`src/sarc_consts.svh`:
```
// constants for the converter control: encodings, counts and reset values
// assumes the including file sits in the same folder; definitions only
// Operation
// enable bit low holds converter in shutdown
// ground negative input selects single-ended mode
// single-ended result is 10-bit unsigned code
// justify bit selects right or left placement
// single-ended unused result bits read zero
// differential result is 10-bit two's complement
// right-justified differential sign-extends high byte
// left-justified differential zero-fills low byte; code zeroes only its low six bits, value[1:0] sits in bits 7:6
// result bytes update at conversion completion
// conversion clock is system clock over divider+1
// start field picks one of six triggers
// software busy write starts conversion on demand
// busy reads one during conversion only
// busy falling sets done flag, interrupt
// software polls done flag for valid data
// timer 2/3 overflow byte follows timer width
// external pin rising edge starts conversion
// default tracking continuous except while converting
// low-power tracking adds three conversion clocks
// low-power external start tracks while pin low
// start codes 000-101 in order, others idle
// starts ignored while busy; fixed conversion length
`ifndef SARC_CONSTS_SVH
`define SARC_CONSTS_SVH

`define SARC_RES_BITS        10
`define SARC_DIV_BITS        5
`define SARC_DIV_MAX         5'h1f
`define SARC_TRACK_CLOCKS    2'h3
`define SARC_BIT_IDX_RESET   4'h0
`define SARC_MSB_IDX         4'h9
`define SARC_TRIAL_START     10'h200
`define SARC_NEG_GND_DEFAULT 5'h1f

`define SARC_SRC_SOFTWARE    3'h0
`define SARC_SRC_TIMER0      3'h1
`define SARC_SRC_TIMER2      3'h2
`define SARC_SRC_TIMER1      3'h3
`define SARC_SRC_EXTERNAL    3'h4
`define SARC_SRC_TIMER3      3'h5

`define SARC_RESULT_RESET    8'h00
`define SARC_TRIAL_RESET     10'h000

`endif

```
`src/sarc_pkg.sv`:
```
// types shared by the converter control modules
// assumes nothing beyond the tool's package support
package sarc_pkg;

    typedef enum logic [1:0] {
        st_idle,
        st_track,
        st_convert
    } sarc_state_t;

    typedef logic [2:0] sarc_src_t;

endpackage : sarc_pkg

```
`src/sarc_clk_div.sv`:
```
// conversion clock divider: one-cycle tick every divider+1 system clocks
// assumes div is static while running; held in reset when run is low
`include "sarc_consts.svh"
module sarc_clk_div #(
    parameter int DIV_BITS = `SARC_DIV_BITS
) (
    input  wire logic                ref_clk,
    input  wire logic                nrst,
    input  wire logic                run,
    input  wire logic [DIV_BITS-1:0] div,
    output logic                     tick
);
    logic [DIV_BITS-1:0] count_q;
    logic [DIV_BITS-1:0] count_d;
    logic                wrap;

    generate
        if (DIV_BITS < 1) begin : g_chk
            $error("sarc_clk_div needs at least one divider bit");
        end
    endgenerate

    assign wrap    = (count_q >= div);
    assign count_d = wrap ? '0 : count_q + 1'b1;

    always_ff @(posedge ref_clk or negedge nrst) begin
        if (!nrst) begin
            count_q <= '0;
            tick    <= 1'b0;
        end else if (!run) begin
            count_q <= '0;
            tick    <= 1'b0;
        end else begin
            count_q <= count_d;
            tick    <= wrap;
        end
    end
endmodule // sarc_clk_div

```
`src/sarc_ctrl.sv`:
```
// converter control top: start selection, tracking, sar sequencing, result
// assumes all inputs synchronous to ref_clk; comparator answers each tick
`include "sarc_consts.svh"
module sarc_ctrl #(
    parameter int         RES_BITS     = `SARC_RES_BITS,
    parameter logic [4:0] NEG_GND_CODE = `SARC_NEG_GND_DEFAULT
) (
    input  wire logic                  ref_clk,
    input  wire logic                  nrst,
    input  wire logic                  converter_enable_bit,
    input  wire logic [4:0]            negative_input_select,
    input  wire logic                  justify_select_bit,
    input  wire logic [4:0]            conv_clock_divider,
    input  wire sarc_pkg::sarc_src_t   start_source_field,
    input  wire logic                  tracking_mode_bit,
    input  wire logic                  busy_write_one,
    input  wire logic                  done_clear,
    input  wire logic                  int_enable,
    input  wire logic                  timer0_ovf,
    input  wire logic                  timer1_ovf,
    input  wire logic                  timer2_low_ovf,
    input  wire logic                  timer2_high_ovf,
    input  wire logic                  timer2_split8,
    input  wire logic                  timer3_low_ovf,
    input  wire logic                  timer3_high_ovf,
    input  wire logic                  timer3_split8,
    input  wire logic                  external_start_pin,
    input  wire logic                  cmp_above,
    output logic                       conversion_busy_bit,
    output logic                       conversion_done_flag,
    output logic                       interrupt_request,
    output logic                       track_active,
    output logic                       single_ended_mode,
    output logic [RES_BITS-1:0]        sar_trial_code,
    output logic [7:0]                 result_high_byte,
    output logic [7:0]                 result_low_byte
);
    import sarc_pkg::*;

    generate
        if (RES_BITS != 10) begin : g_chk
            $error("sarc_ctrl serves a 10-bit result only");
        end
    endgenerate

    sarc_state_t         state_q;
    sarc_state_t         state_d;
    logic [1:0]          track_cnt_q;
    logic [1:0]          track_cnt_d;
    logic [3:0]          bit_idx_q;
    logic [3:0]          bit_idx_d;
    logic [RES_BITS-1:0] trial_d;
    logic                pin_prev_q;
    logic                busy_d;
    logic                done_d;
    logic                track_d;
    logic [7:0]          high_d;
    logic [7:0]          low_d;

    wire                 enabled;
    wire                 tick;
    wire                 pin_rise;
    wire                 timer2_evt;
    wire                 timer3_evt;
    wire                 start_evt;
    wire                 ext_lowpower;
    wire                 track_done;
    wire                 last_bit;
    wire                 finish;
    wire [RES_BITS-1:0]  final_code;
    wire [RES_BITS-1:0]  decided;
    wire [7:0]           fmt_high;
    wire [7:0]           fmt_low;
    wire                 diff_mode;

    assign enabled   = converter_enable_bit;
    assign diff_mode = (negative_input_select != NEG_GND_CODE);

    sarc_clk_div #(
        .DIV_BITS (`SARC_DIV_BITS)
    ) u_div (
        .ref_clk (ref_clk),
        .nrst    (nrst),
        .run     (enabled),
        .div     (conv_clock_divider),
        .tick    (tick)
    );

    // start trigger selection
    assign pin_rise   = external_start_pin & ~pin_prev_q;
    assign timer2_evt = timer2_split8 ? timer2_low_ovf : timer2_high_ovf;
    assign timer3_evt = timer3_split8 ? timer3_low_ovf : timer3_high_ovf;

    assign start_evt =
        (start_source_field == `SARC_SRC_SOFTWARE) ? busy_write_one :
        (start_source_field == `SARC_SRC_TIMER0)   ? timer0_ovf     :
        (start_source_field == `SARC_SRC_TIMER2)   ? timer2_evt     :
        (start_source_field == `SARC_SRC_TIMER1)   ? timer1_ovf     :
        (start_source_field == `SARC_SRC_EXTERNAL) ? pin_rise       :
        (start_source_field == `SARC_SRC_TIMER3)   ? timer3_evt     :
        1'b0;

    // with the pin as trigger in low-power mode, tracking already ran while the pin was low
    assign ext_lowpower = tracking_mode_bit && (start_source_field == `SARC_SRC_EXTERNAL);

    assign track_done = tick && (track_cnt_q == `SARC_TRACK_CLOCKS - 2'h1);
    assign last_bit   = (bit_idx_q == `SARC_BIT_IDX_RESET);
    assign finish     = (state_q == st_convert) && tick && last_bit;

    // current trial bit kept or dropped by the comparator
    assign decided    = cmp_above ? sar_trial_code : (sar_trial_code & ~(10'h001 << bit_idx_q));
    assign final_code = decided;

    sarc_fmt u_fmt (
        .code      (final_code),
        .diff_mode (diff_mode),
        .left_just (justify_select_bit),
        .high_byte (fmt_high),
        .low_byte  (fmt_low)
    );

    // sequencing
    always_comb begin
        state_d     = state_q;
        track_cnt_d = track_cnt_q;
        bit_idx_d   = bit_idx_q;
        trial_d     = sar_trial_code;
        case (state_q)
            st_idle: begin
                if (enabled && start_evt) begin
                    if (tracking_mode_bit && !ext_lowpower) begin
                        state_d     = st_track;
                        track_cnt_d = 2'h0;
                    end else begin
                        state_d   = st_convert;
                        bit_idx_d = `SARC_MSB_IDX;
                        trial_d   = `SARC_TRIAL_START;
                    end
                end
            end
            st_track: begin
                if (tick) begin
                    track_cnt_d = track_cnt_q + 2'h1;
                end
                if (track_done) begin
                    state_d   = st_convert;
                    bit_idx_d = `SARC_MSB_IDX;
                    trial_d   = `SARC_TRIAL_START;
                end
            end
            st_convert: begin
                if (tick) begin
                    if (last_bit) begin
                        state_d = st_idle;
                        trial_d = decided;
                    end else begin
                        bit_idx_d = bit_idx_q - 4'h1;
                        trial_d   = decided | (10'h001 << (bit_idx_q - 4'h1));
                    end
                end
            end
            default: begin
                state_d = st_idle;
            end
        endcase
        if (!enabled) begin
            state_d = st_idle;
        end
    end

    assign busy_d = (state_d != st_idle);
    assign done_d = finish | (conversion_done_flag & ~done_clear);

    assign track_d = !enabled           ? 1'b0 :
        (state_d == st_convert)          ? 1'b0 :
        (state_d == st_track)            ? 1'b1 :
        ext_lowpower                     ? ~external_start_pin :
        ~tracking_mode_bit;

    assign high_d = finish ? fmt_high : result_high_byte;
    assign low_d  = finish ? fmt_low  : result_low_byte;

    always_ff @(posedge ref_clk or negedge nrst) begin
        if (!nrst) begin
            state_q     <= st_idle;
            track_cnt_q <= 2'h0;
            bit_idx_q   <= `SARC_BIT_IDX_RESET;
            pin_prev_q  <= 1'b0;
        end else begin
            state_q     <= state_d;
            track_cnt_q <= track_cnt_d;
            bit_idx_q   <= bit_idx_d;
            pin_prev_q  <= external_start_pin;
        end
    end

    always_ff @(posedge ref_clk or negedge nrst) begin
        if (!nrst) begin
            conversion_busy_bit  <= 1'b0;
            conversion_done_flag <= 1'b0;
            interrupt_request    <= 1'b0;
            track_active         <= 1'b0;
            single_ended_mode    <= 1'b0;
        end else begin
            conversion_busy_bit  <= busy_d;
            conversion_done_flag <= done_d;
            interrupt_request    <= done_d & int_enable;
            track_active         <= track_d;
            single_ended_mode    <= ~diff_mode;
        end
    end

    always_ff @(posedge ref_clk or negedge nrst) begin
        if (!nrst) begin
            sar_trial_code   <= `SARC_TRIAL_RESET;
            result_high_byte <= `SARC_RESULT_RESET;
            result_low_byte  <= `SARC_RESULT_RESET;
        end else begin
            sar_trial_code   <= trial_d;
            result_high_byte <= high_d;
            result_low_byte  <= low_d;
        end
    end
endmodule // sarc_ctrl

```
`src/sarc_fmt.sv`:
```
// result formatter: code to high/low byte pair, combinational
// assumes the caller registers the outputs
`include "sarc_consts.svh"
module sarc_fmt (
    input  wire logic [`SARC_RES_BITS-1:0] code,
    input  wire logic                      diff_mode,
    input  wire logic                      left_just,
    output logic      [7:0]                high_byte,
    output logic      [7:0]                low_byte
);
    logic [`SARC_RES_BITS-1:0] value;
    logic [15:0]               right_word;
    logic [15:0]               left_word;
    logic [15:0]               word;

    // sar runs offset binary; flipping the msb gives two's complement
    assign value = diff_mode ? {~code[`SARC_RES_BITS-1], code[`SARC_RES_BITS-2:0]} : code;

    assign right_word[`SARC_RES_BITS-1:0] = value;
    genvar i;
    generate
        for (i = `SARC_RES_BITS; i < 16; i++) begin : g_ext
            assign right_word[i] = diff_mode & value[`SARC_RES_BITS-1];
        end
    endgenerate

    assign left_word = {value, 6'h00};
    assign word      = left_just ? left_word : right_word;
    assign high_byte = word[15:8];
    assign low_byte  = word[7:0];
endmodule // sarc_fmt

```
`config.mk`:
```
export PLATFORM = sky130hd
export DESIGN_NAME = sarc_ctrl
export DESIGN_NICKNAME = d
export VERILOG_FILES = /design/src/sarc_pkg.sv /design/src/sarc_clk_div.sv /design/src/sarc_ctrl.sv /design/src/sarc_fmt.sv
export VERILOG_INCLUDE_DIRS = /design/src
export SDC_FILE = /design/constraint.sdc
export NUM_CORES = 1
export LEC_CHECK = 0
export BUFFER_PORTS_ARGS = -buffer_cell sky130_fd_sc_hd__buf_2
export CAP_MARGIN = 20
export CELL_PAD_IN_SITES_DETAIL_PLACEMENT = 0
export CELL_PAD_IN_SITES_GLOBAL_PLACEMENT = 1
export CORE_AREA = 4 4 83 85
export DETAILED_ROUTE_END_ITERATION = 10
export DIE_AREA = 0 0 87 89
export GPL_TIMING_DRIVEN = 1
export HOLD_SLACK_MARGIN = 0.06
export PLACE_DENSITY_LB_ADDON = 0.08
export SLEW_MARGIN = 20
export SYNTH_ARGS = -nofsm -noshare
export SYNTH_HDL_FRONTEND = slang
export SYNTH_SLANG_ARGS = --single-unit
```
`constraint.sdc`:
```
create_clock -name ref_clk -period 3.5 [get_ports ref_clk]
set_input_delay 1.05 -clock ref_clk [delete_from_list [all_inputs] [get_ports ref_clk]]
set_output_delay 1.05 -clock ref_clk [all_outputs]
set_load 0.1 [all_outputs]
```
Word-level counts from Yosys, hierarchy flattened --
Index checks and enable logic that the tools add are counted.
Word-level totals: register bits after elaboration 46, input bits 31, output and inout bits 31, word-level logic and storage cells 109
Operators by class: add/sub/neg operators 3, $lt $le $gt $ge 1, equal/unequal tests 18, shift-type cells 2, multiplexer cells 41, bitwise logic cells 14, reductions and logical operators 16
Operator list (count):
- $mux W10 | 7
- $pmux W10 S3 | 1
- $mux W4 | 5
- $shl A1 B4 Y10 const A | 2
- $mux W2 | 9
- $mux W16 | 1
- $mux W1 | 13
- $pmux W4 S3 | 1
- $and A10 B10 Y10 | 1
- $mux W5 | 2
- $ne A2 B2 Y1 const B | 5
- $not A10 Y10 | 1
- $or A10 B10 Y10 | 1
- $eq A2 B2 Y1 const B | 3
- $eq A3 B2 Y1 const B | 2
- $eq A3 B3 Y1 const B | 2
- $logic_and A1 B1 Y1 | 6
- $not A1 Y1 | 6
- $pmux W2 S3 | 1
- $reduce_and A6 Y1 | 1
- $add A5 B1 Y5 const B | 1
- $ge A5 B5 Y1 | 1
- $ne A5 B5 Y1 const B | 1
- $reduce_and A5 Y1 | 1
- other kinds (15) | 21

Depth between registers and ports, before layout --
Gate-level depths: netlist of the first run.
word-level depth 15, mapped depth 8

Modules after synthesis --
Synthesis of the first run repeated with hierarchy kept, for this count alone.
Second synthesis, totals: cell total of the unflattened synthesis 288, area total of the unflattened synthesis 2842.7 um^2
By module, submodules not included:
- sarc_ctrl | instances 1, cells an instance 224, area each 2285.9 um^2, seq. area each 1001.0 um^2
- sarc_clk_div | instances 1, cells an instance 36, area each 359.1 um^2, seq. area each 150.1 um^2
- sarc_fmt | instances 1, cells an instance 28, area each 197.7 um^2, seq. area each 0.0 um^2

Worst setup path after synthesis of the first run --
No wires, ideal clock.
path kind input to register, start in start_source_field[1], end reg sar_trial_code[9], arrival time 2.513 ns, required time 3.374 ns, path slack 0.860 ns, stages 6, path buffers 1, cell sequence or4b_1 > o311ai_1 > and4b_4 > a21o_4 > buf_12 > mux2_4
Between the ends: cells in the longest elaborated chain, start to end 10, elaborated cells between the ends (all ways) 19
Ends and longest elaborated chain:
- start, declared | line sarc_ctrl.sv:14 | input wire sarc_pkg::sarc_src_t start_source_field,
- $eq A3 B3 Y1 (no source line)
- $mux W1 | line sarc_ctrl.sv:100 | (start_source_field == `SARC_SRC_TIMER3) ? timer3_evt :
- $mux W1 | line sarc_ctrl.sv:99 | (start_source_field == `SARC_SRC_EXTERNAL) ? pin_rise :
- $mux W1 | line sarc_ctrl.sv:98 | (start_source_field == `SARC_SRC_TIMER1) ? timer1_ovf :
- $mux W1 | line sarc_ctrl.sv:97 | (start_source_field == `SARC_SRC_TIMER2) ? timer2_evt :
- $mux W1 | line sarc_ctrl.sv:96 | (start_source_field == `SARC_SRC_TIMER0) ? timer0_ovf :
- $mux W1 | line sarc_ctrl.sv:95 | (start_source_field == `SARC_SRC_SOFTWARE) ? busy_write_one :
- $logic_and A1 B1 Y1 | line sarc_ctrl.sv:130 | if (enabled && start_evt) begin
- $ne A2 B2 Y1 (no source line)
- $reduce_and A5 Y1 (no source line) *
- end signal, assigned | line sarc_ctrl.sv:215 | sar_trial_code <= `SARC_TRIAL_RESET;
- end signal, assigned | line sarc_ctrl.sv:219 | sar_trial_code <= trial_d;
- end, declared | line sarc_ctrl.sv:34 | output logic [RES_BITS-1:0] sar_trial_code,
Every way passes the cells marked *; elsewhere a longest branch is shown, timed or not. A chain may end at the register's enable or synchronous reset.

Worst setup path after layout of the first run --
start in start_source_field[1], end reg sar_trial_code[0]
The elaborated chain is that of the path after synthesis.

==> results.md, run 1 <==
* Syn. warnings at 0
* Die Footprint at 0.00774 mm^2
* Layout cells sized above 1 at 28.6%
* Syn nets at 309
* Row cnt at 29
* Post-synth EDFFs at 0
* WL/cell at 14.9 um
* MaxCap Viol Count at 0
* CTS H-tree depth at 2
* Total wire length at 6.00 mm
* Initial antenna violation count at 0
* Startpoint types: primary input
* Setup TNS at 0 ps
* Routed Antenna Nets at 0
* Post_cts resized at 0
* Ys flop type: dfrtp_1
* Crit Path Max Fanout at 12
* Boundary Pins at 62
* CTS Buf Count at 5
* Die height at 89 um
* Max Fclk at 390 MHz
* Vias in the first global route at 2021
* CTS tree: built
* Initial detailed-routing violation count at 67
* Largest net degree at the start of global routing at 47
* Reg clk slew, reported paths at 80 ps
* Hold Slack at 476 ps
* Clk_lat worst skew at 290 ps
* Fin. Hold Viols at 0
* Cell area after layout at 0.00309 mm^2
* Worst Tran Pin Value at 592 ps
* CP endpoint kind: register
* Clock skew at 6.45 ps
* Ys async rst share at 100%
* Final period util at 73.3%
* First-pass GRT wire length at 10.0 mm
* Residual DRC at 0
* Synth-to-layout area growth at 17.1%
* Tot GR Track Use at 16.4%
* Root Buffer: clkbuf_8
* Core area at 0.00620 mm^2
* Overflow after GRT at 0
* # nets final at 369
* 1st-pass router iterations at 4
* Min-Delay Path Class: register to register
* Initial Util at 42.6%
* Max-slew violation count at 0
* Syn Inst Count at 264
* Slew headroom at 60.5%
* Unrepaired setup endpoints after global routing: false
* Antenna diodes at 0
* R2R Setup Slk at 1290 ps
* Setup CP Type: primary input to register
* Post-CTS setup buffer count at 0
* CTS Hold Buffers Added at 0
* Status: completed
* Syn_area_per_cell at 10.0 um^2
* Pwr dens at 399 mW/mm^2
* LEAKAGE at 1.53 nW
* Die width at 87 um
* Seq/Total Area, Yosys at 43.6%
* Maximum vdd drop at 0.000276 V
* Clock sink total at 46
* Hpwl dp at 4.45 mm
* Maximum clock path buffer count at 2
* Critical path required time at 3680 ps
* Fin crit period at 2570 ps
* Power Total at 1.23 mW
* Final Wtd Congestion at 0.774
* PortBufs at 61
* Synth Register Bits at 46
* Unique masters post-synth at 51
* Vias post-DR at 2137
* Via density at 5.32
* Count of final setup violators at 0
* Placed cell areas at 0.00298 mm^2
* Data arrival, critical path at 2750 ps
* Netlist Area Pre-Place at 0.00264 mm^2
-- cell usage after synthesis, types with 2 or more instances --
master | count | area (um^2)
dfrtp_1 | 46 | 1150
nand2_1 | 26 | 97.6
a21oi_1 | 17 | 85.1
o21ai_0 | 17 | 85.1
inv_1 | 16 | 60.1
nor2_1 | 16 | 60.1
ha_1 | 14 | 175
nand3_1 | 12 | 60.1
mux2_4 | 8 | 120
a22o_1 | 6 | 52.6
clkbuf_1 | 6 | 22.5
mux2i_1 | 6 | 60.1
nor2b_1 | 6 | 37.5
a21boi_0 | 5 | 37.5
nand2b_1 | 5 | 31.3
a2111oi_0 | 4 | 35.0
a22o_2 | 4 | 40.0
o31ai_1 | 4 | 30.0
a21o_1 | 3 | 22.5
a31o_2 | 3 | 26.3
a31oi_1 | 3 | 18.8
a211oi_1 | 2 | 15.0
and3_1 | 2 | 12.5
clkbuf_8 | 2 | 27.5
mux2_2 | 2 | 22.5
nor3_1 | 2 | 10.0
o22ai_1 | 2 | 12.5
xor2_1 | 2 | 17.5
-- area by class of cell --
type | count | area [um^2]
clock buffers | 7 | 76.3
clock inverters | 1 | 30.0
fillers | 608 | 3110
inverters | 16 | 60.1
multi-input cells | 192 | 1360
flip-flops and latches | 46 | 1150
well taps | 77 | 96.3
repair buffers | 63 | 323
-- through the flow --
step | cells | utilization [%] | setup WS (ps)
floorplan | 264 | - | 860
finish | 402 | 49.8 | 933
detailed placement | 394 | 48.1 | 621
CTS | 402 | 49.8 | 928
global route | 402 | 49.8 | 849
global placement | 394 | 48.1 | 638
-- layout by cell type (no fill, tap or decap), types with 3 or more instances in the layout --
cell type / Yosys / layout
clkbuf_8: 2 / 5
nand2b_1: 5 / 5
mux2_4: 8 / 8
a22o_1: 6 / 6
inv_1: 16 / 16
dfrtp_1: 46 / 46
ha_1: 14 / 14
a2111oi_0: 4 / 4
a21oi_1: 17 / 17
nor2_1: 16 / 16
a21boi_0: 5 / 5
o21ai_0: 17 / 17
buf_2: 1 / 60
mux2i_1: 6 / 6
a22o_2: 4 / 4
buf_4: 0 / 3
a31o_2: 3 / 3
nor2b_1: 6 / 6
a31oi_1: 3 / 3
o31ai_1: 4 / 4
a21o_1: 3 / 3
nand2_1: 26 / 26
nand3_1: 12 / 12
-- path summary, 6_finish.rpt --
check                                      startpoint             endpoint  cells after the start
max in group asynchronous                        nrst    sar_trial_code[9]                      1
worst min-delay path              result_high_byte[2]  result_high_byte[2]                      2
worst min register to register    result_high_byte[2]  result_high_byte[2]                      2
min in group asynchronous                        nrst     u_div.count_q[3]                      1
worst max register to register           bit_idx_q[0]         track_active                      7
worst max-delay path            start_source_field[1]    sar_trial_code[0]                      6
-- critical path, cell delays in order --
cell,delay (ps)
buf_2,130
or4b_1,520
o311ai_1,130
and4b_4,310
a21o_4,260
mux2_2,360
-- registers in the layout (all words and copies together) (netlist names) --
register	count
track_active	1
bit_idx_q	4
result_low_byte	8
u_div.tick	1
pin_prev_q	1
interrupt_request	1
result_high_byte	8
track_cnt_q	2
single_ended_mode	1
u_div.count_q	5
state_q	2
conversion_busy_bit	1
sar_trial_code	10
conversion_done_flag	1
-- per-layer routing --
metal	track usage, %	vias up	part of all wire (%)
met1	24.0	1011	50
met3	2.86	6	5.0
met2	25.1	42	44
met5	0	-	0
li1	-	1078	-
met4	3.82	0	0.92
-- power by group --
part | leakage (nW) | total, mW | switching, mW | internal (mW)
logic | 0.930 | 0.258 | 0.160 | 0.0981
clock network | 0.0524 | 0.392 | 0.178 | 0.214
registers | 0.551 | 0.585 | 0.0332 | 0.551
-- cell families after synthesis --
family / share of synthesized area [%]
AND/OR/NAND/NOR: 15.2
AO/OA/AOI/OAI: 20.8
flip-flops: 43.6
buffers and inverters: 5.12
multiplexers: 7.67
adder cells (fa/ha/maj): 6.63
XOR/XNOR: 0.995
No activity file was read; power rests on OpenSTA's default activity.
==> inputs of run 2 (changes only) <==
- ABC_AREA: unset -> 1
- CORE_AREA: 4 4 83 85 -> 4 4 88 90
- DIE_AREA: 0 0 87 89 -> 0 0 92 94
- clock period: 3.5 -> 2.6 ns (I/O delays scaled with it)
==> run 2 against run 1 <==
- sequential cell count is the same
- power grew to 2.7 times the previous value
- critical endpoint is now result_low_byte[6]
- worst setup slack lost 360 ps
- first-iteration DRC count grew 67%
- count of clock-buffer cells in the layout is the same
- register-to-register slack lost 720 ps
- clock skew grew 3.5 ps
- via count grew 6.5%
- cell count grew 21%
- core utilization shrank 5.6 points
- largest power group is now combinational logic
- sequential power grew 76%
- largest cell class unchanged
==> results.md, run 2 <==
* Status: completed
* Die Footprint at 0.00865 mm^2
* R2R depth at 8
* CTS Hold Buffers Added at 0
* Syn_area_per_cell at 8.15 um^2
* Initial antenna violation count at 0
* Max Fclk at 493 MHz
* PortBufs at 61
* # nets final at 430
* Cells after DPL at 477
* Commonest cells after routing, fill and taps aside: nand2_1 (83), buf_2 (61), dfrtp_1 (46)
* Root Buffer: clkbuf_8
* MaxCap Viol Count at 0
* Maximum vdd drop at 0.000402 V
* Count of final setup violators at 0
* Post-synth top area share at 43.9%
* Pwr dens at 1070 mW/mm^2
* LEAKAGE at 1.57 nW
* Power Total at 3.35 mW
* R2R Setup Slk at 570 ps
* Hold Slack at 453 ps
* Area leader, netlist: dfrtp_1
* Syn Inst Count at 322
* 1st-pass router iterations at 4
* CTS tree: built
* Fin crit period at 2030 ps
* Fin. Hold Viols at 0
* Seq/Total Area, Yosys at 43.9%
* Syn. warnings at 0
* Residual DRC at 0
* Die width at 92 um
* Synth-to-layout area growth at 19.0%
* CP endpoint kind: register
* Unique masters post-synth at 36
* Max-slew violation count at 0
* Cell types occupying the most area after synthesis: dfrtp_1 (44%), nand2_1 (12%), ha_1 (6.7%)
* Final Wtd Congestion at 0.789
* Core area at 0.00706 mm^2
* Boundary Pins at 62
* Max reg flops at 10
* Data arrival, critical path at 2240 ps
* WL/cell at 13.3 um
* Routed Antenna Nets at 0
* Die height at 94 um
* Non-Filler Instances at 485
* First-pass GRT wire length at 11.0 mm
* Startpoint types: register
* Most frequent cells after synthesis: nand2_1 (83), dfrtp_1 (46), inv_1 (36)
* Post-synth EDFFs at 0
* Vias post-DR at 2276
* Fill cell count at 748
* Setup CP Type: register to register
* Clk_lat worst skew at 300 ps
* Min-Delay Path Class: primary input to async pin
* Reg-to-Reg Start: bit_idx_q[0]
* Unrepaired setup endpoints after global routing: false
* Final Util at 44.2%
* Largest net degree at the start of global routing at 26
* CTS Buf Count at 5
* Post_cts resized at 0
* Final period util at 78.0%
* Setup TNS at 0 ps
* Tot GR Track Use at 15.9%
* Worst Tran Pin Value at 557 ps
* Crit Path Max Fanout at 19
* Initial Util at 37.2%
* Hpwl dp at 5.05 mm
* Largest Register: sar_trial_code
* Reg clk slew, reported paths at 90 ps
* Netlist Area Pre-Place at 0.00262 mm^2
* Row cnt at 31
* Via density at 4.69
* Reg-to-reg endpoint: result_low_byte[6]
* Post-CTS setup buffer count at 0
* Clock sink total at 46
* Vias in the first global route at 2244
* Most frequent cell after synthesis: nand2_1
* Syn nets at 367
* Ys async rst share at 100%
* Synth Register Bits at 46
* Total wire length at 6.44 mm
* Critical path required time at 2810 ps
* Slew headroom at 62.8%
* Maximum clock path buffer count at 2
* Antenna diodes at 0
* Overflow after GRT at 0
* Ys flop type: dfrtp_1
* Commonest non-fill, non-tap cell in the layout: nand2_1
* Clock skew at 9.95 ps
* Initial detailed-routing violation count at 112
* Largest registers: sar_trial_code: 10 flops, result_high_byte: 8 flops, result_low_byte: 8 flops
* CTS H-tree depth at 2
* Layout cells sized above 1 at 23.8%
==> run 2: changes by cell type in the layout (fill, tap and decap cells not counted), moves of 5 or more <==
cell and delta:
a22o_1 -6, inv_1 +20, mux2_4 -8, mux2i_1 -6, nand2_1 +57, nand2_2 +5, nand2b_1 -5, nand3_1 +9
nor2_1 +5, nor2_2 +5, nor2b_1 -6, o21ai_1 +7
==> run 2: area by class of cell <==
cell class                 count  area, um^2  area share, %
timing repair buffer          63         333           10.7
clock buffer                   7        86.3           2.77
clock inverter                 1        5.00          0.160
inverter                      39         146           4.69
multi-input combinational    230        1280           40.9
tap                           99         124           3.97
sequential                    46        1150           36.9
==> run 2: routing by layer <==
layer / GRT usage, % / up-vias / part of all wire, %
met5: 0 / - / 0
met3: 2.40 / 8 / 3.8
met4: 6.31 / 0 / 1.9
met1: 20.4 / 1048 / 45
met2: 27.1 / 44 / 49
li1: - / 1176 / -
==> run 2: cell families after synthesis <==
group,Yosys count,share of synthesized area [%]
AO/OA/AOI/OAI,59,13.4
XOR/XNOR,6,2.72
adder cells (fa/ha/maj),14,6.68
buffers and inverters,46,7.49
flip-flops,46,43.9
AND/OR/NAND/NOR,151,25.8
==> run 2: worst max-delay path, stage by stage, from the launching register on <==
cell	delay [ps]
dfrtp_1	460
inv_1	160
ha_1	270
inv_1	110
nor3_4	180
nand3_4	240
inv_2	240
o21ai_0	120
o21ai_0	160
==> run 2: worst max path at each step <==
| stage | from | endpoint | slack, ps |
|---|---|---|---|
| 6_report | bit_idx_q[0] | result_low_byte[6] | 570 |
| 2_1_floorplan | conv_clock_divider[4] | u_div.count_q[0] | 760 |
| 4_1_cts | bit_idx_q[0] | result_low_byte[6] | 540 |
| 5_1_grt | bit_idx_q[0] | sar_trial_code[6] | 340 |
| 3_3_place_gp | conv_clock_divider[4] | u_div.count_q[0] | 480 |
| 3_5_place_dp | conv_clock_divider[2] | u_div.count_q[2] | 500 |
==> run 2: metrics by stage <==
step           instance area, um^2  setup WS (ps)
6_report                      3120            572
5_1_grt                       3120            336
4_1_cts                       3120            536
3_5_place_dp                  3030            502
3_3_place_gp                  3030            478
2_1_floorplan                 2620            760
==> run 2: where the power goes <==
part / total (mW) / switching, mW / internal [mW] / leakage (nW)
Sequential: 1.03 / 0.157 / 0.871 / 0.566
Clock: 0.465 / 0.250 / 0.215 / 0.0482
Combinational: 1.85 / 1.46 / 0.392 / 0.960
Total: 3.35 / 1.87 / 1.48 / 1.57
==> inputs of run 3 (changes only) <==
- CORE_AREA: 4 4 88 90 -> 4 4 92 94
- DIE_AREA: 0 0 92 94 -> 0 0 96 98
- clock period: 2.6 -> 1.8 ns (I/O delays scaled with it)
==> run 3 against run 2 <==
- critical path depth shrank 1
- sequential share of layout area shrank 3.0 points
- maximum frequency up 19%
- first-iteration DRC count is 53% lower
- non-clock buffer count grew 27
- via count increased by 3.6%
- critical endpoint is now result_low_byte[3]
==> results.md, run 3 (synthesis gave the netlist of run 2 again) <==
* Status: completed
* Boundary Pins at 62
* Non-Filler Instances at 515
* Cell area after layout at 0.00341 mm^2
* R2R Setup Slk at 90 ps
* Setup CP Type: register to register
* Clk_lat worst skew at 300 ps
* Synth-to-layout area growth at 29.8%
* Die Footprint at 0.00941 mm^2
* Clock skew at 13.1 ps
* Multi-input logic area at 0.00131 mm^2
* Startpoint types: register
* Overflow after GRT at 0
* Max Fclk at 586 MHz
* Max-slew violation count at 0
* MaxCap Viol Count at 0
* Total wire length at 6.38 mm
* Min-Delay Path Class: primary input to async pin
* Critical path required time at 2010 ps
* Commonest cells after routing, fill and taps aside: nand2_1 (82), buf_2 (61), dfrtp_1 (45)
* Final period util at 94.9%
* Slew headroom at 67.5%
* Hpwl dp at 5.10 mm
* Most used cell, CP: inv_2
* 1st-pass router iterations at 4
* First-pass GRT wire length at 10.7 mm
* Maximum clock path buffer count at 2
* CP bufs+invs at 3
* Crit-path cells: inv_2 > ha_4 > inv_2 > nor3_4 > nand3_4 > buf_4 > o31ai_1
* Clock sink total at 46
* Tot GR Track Use at 14.3%
* CP max stage cell: dfrtp_1
* FF/Latch Area at 0.00115 mm^2
* CTS tree: built
* PortBufs at 61
* Placed cell areas at 0.00322 mm^2
* Worst Tran Pin Value at 491 ps
* Vias post-DR at 2358
* Row cnt at 32
* Power Total at 5.30 mW
* CTS Hold Buffers Added at 0
* Fin crit period at 1710 ps
* Reg-to-Reg Start: bit_idx_q[0]
* Initial Util at 34.3%
* Pwr dens at 1560 mW/mm^2
* CTS Buf Count at 5
* Maximum vdd drop at 0.000757 V
* Die width at 96 um
* Data arrival, critical path at 1920 ps
* Initial detailed-routing violation count at 53
* Reg-to-reg endpoint: result_low_byte[3]
* Fin. Hold Viols at 0
* Fill cell count at 816
* Largest Register: sar_trial_code
* Core area at 0.00765 mm^2
* # nets final at 457
* Antenna diodes at 0
* Max reg flops at 10
* LEAKAGE at 1.72 nW
* Count of final setup violators at 0
* Layout cells sized above 1 at 31.2%
* WL/cell at 12.4 um
* Initial antenna violation count at 0
* Top delay family on crit path: simple AND/OR/NAND/NOR gates
* Largest registers: sar_trial_code: 10 flops, result_high_byte: 8 flops, result_low_byte: 8 flops
* Root Buffer: clkbuf_8
* Final Wtd Congestion at 0.809
* Reg clk slew, reported paths at 80 ps
* Commonest non-fill, non-tap cell in the layout: nand2_1
* Routed Antenna Nets at 0
* CTS H-tree depth at 2
* Via density at 4.58
* Largest net degree at the start of global routing at 47
* Vias in the first global route at 2362
* Max incr delay on CP at 430 ps
* R2R depth at 7
* CP endpoint kind: register
* Die height at 98 um
* Unrepaired setup endpoints after global routing: true
* Residual DRC at 0
* Cells after DPL at 503
* Crit Path Max Fanout at 7
==> run 3: cell count changes in the layout (fill, tap and decap cells not counted), moves of 2 or more <==
cell / previous run / this run
o21ai_0: 17 / 15
ha_1: 14 / 12
o21ai_1: 7 / 9
inv_1: 36 / 33
buf_4: 1 / 27
inv_2: 3 / 5
==> run 3: timing repair <==
action                     4_1_cts  5_1_grt
buffers inserted                 0        4
gates resized for setup          1       13
gates cloned                     0        0
setup endpoints to repair        1       30
pin swaps                        0        2
==> run 3: through the flow <==
stage	TNS (ps)	setup WS [ps]	hold slack (ps)	utilization, %
after global placement	0	10.5	465	42.1
final	0	92.1	213	44.5
after floorplan	0	83.5	244	-
after CTS	0	15.0	215	43.7
after detailed placement	-27.3	-10.1	468	42.1
after global routing	-200	-43.2	220	44.5
==> run 3: power by group <==
part	leakage, nW	internal, mW	switching (mW)
Sequential	0.565	1.26	0.194
Clock	0.0585	0.453	0.343
Combinational	1.10	0.825	2.22
==> run 3: per-layer routing <==
| layer | part of all wire [%] | GRT usage (%) | up-vias |
|---|---|---|---|
| li1 | - | - | 1236 |
| met4 | 0.96 | 3.61 | 0 |
| met1 | 44 | 17.7 | 1081 |
| met3 | 3.7 | 3.16 | 6 |
| met2 | 51 | 25.0 | 35 |
| met5 | 0 | 0 | - |
==> run 3: final cells by class <==
class	instances	share of cell area, %
Clock buffer	7	2.53
Clock inverter	1	0.882
Inverter	39	4.37
Multi-Input combinational cell	230	38.5
Sequential cell	46	33.8
Tap cell	102	3.75
Timing Repair Buffer	90	16.1
==> run 3: worst reg2reg max path, stage by stage (launching register included) <==
cell and delay (ps):
dfrtp_1 430, inv_2 120, ha_4 140, inv_2 40, nor3_4 310, nand3_4 200, buf_4 210, o31ai_1 170
==> run 3: worst max-delay path by stage <==
stage | start | end | slack [ps] | cells after the start
final | bit_idx_q[0] | result_low_byte[3] | 90 | 7
after global routing | bit_idx_q[0] | result_high_byte[2] | -40 | 9
after CTS | bit_idx_q[0] | result_low_byte[0] | 10 | 7
after detailed placement | conv_clock_divider[4] | u_div.count_q[2] | -10 | 8
after global placement | bit_idx_q[0] | result_high_byte[6] | 10 | 7
after floorplan | bit_idx_q[0] | result_low_byte[3] | 80 | 8
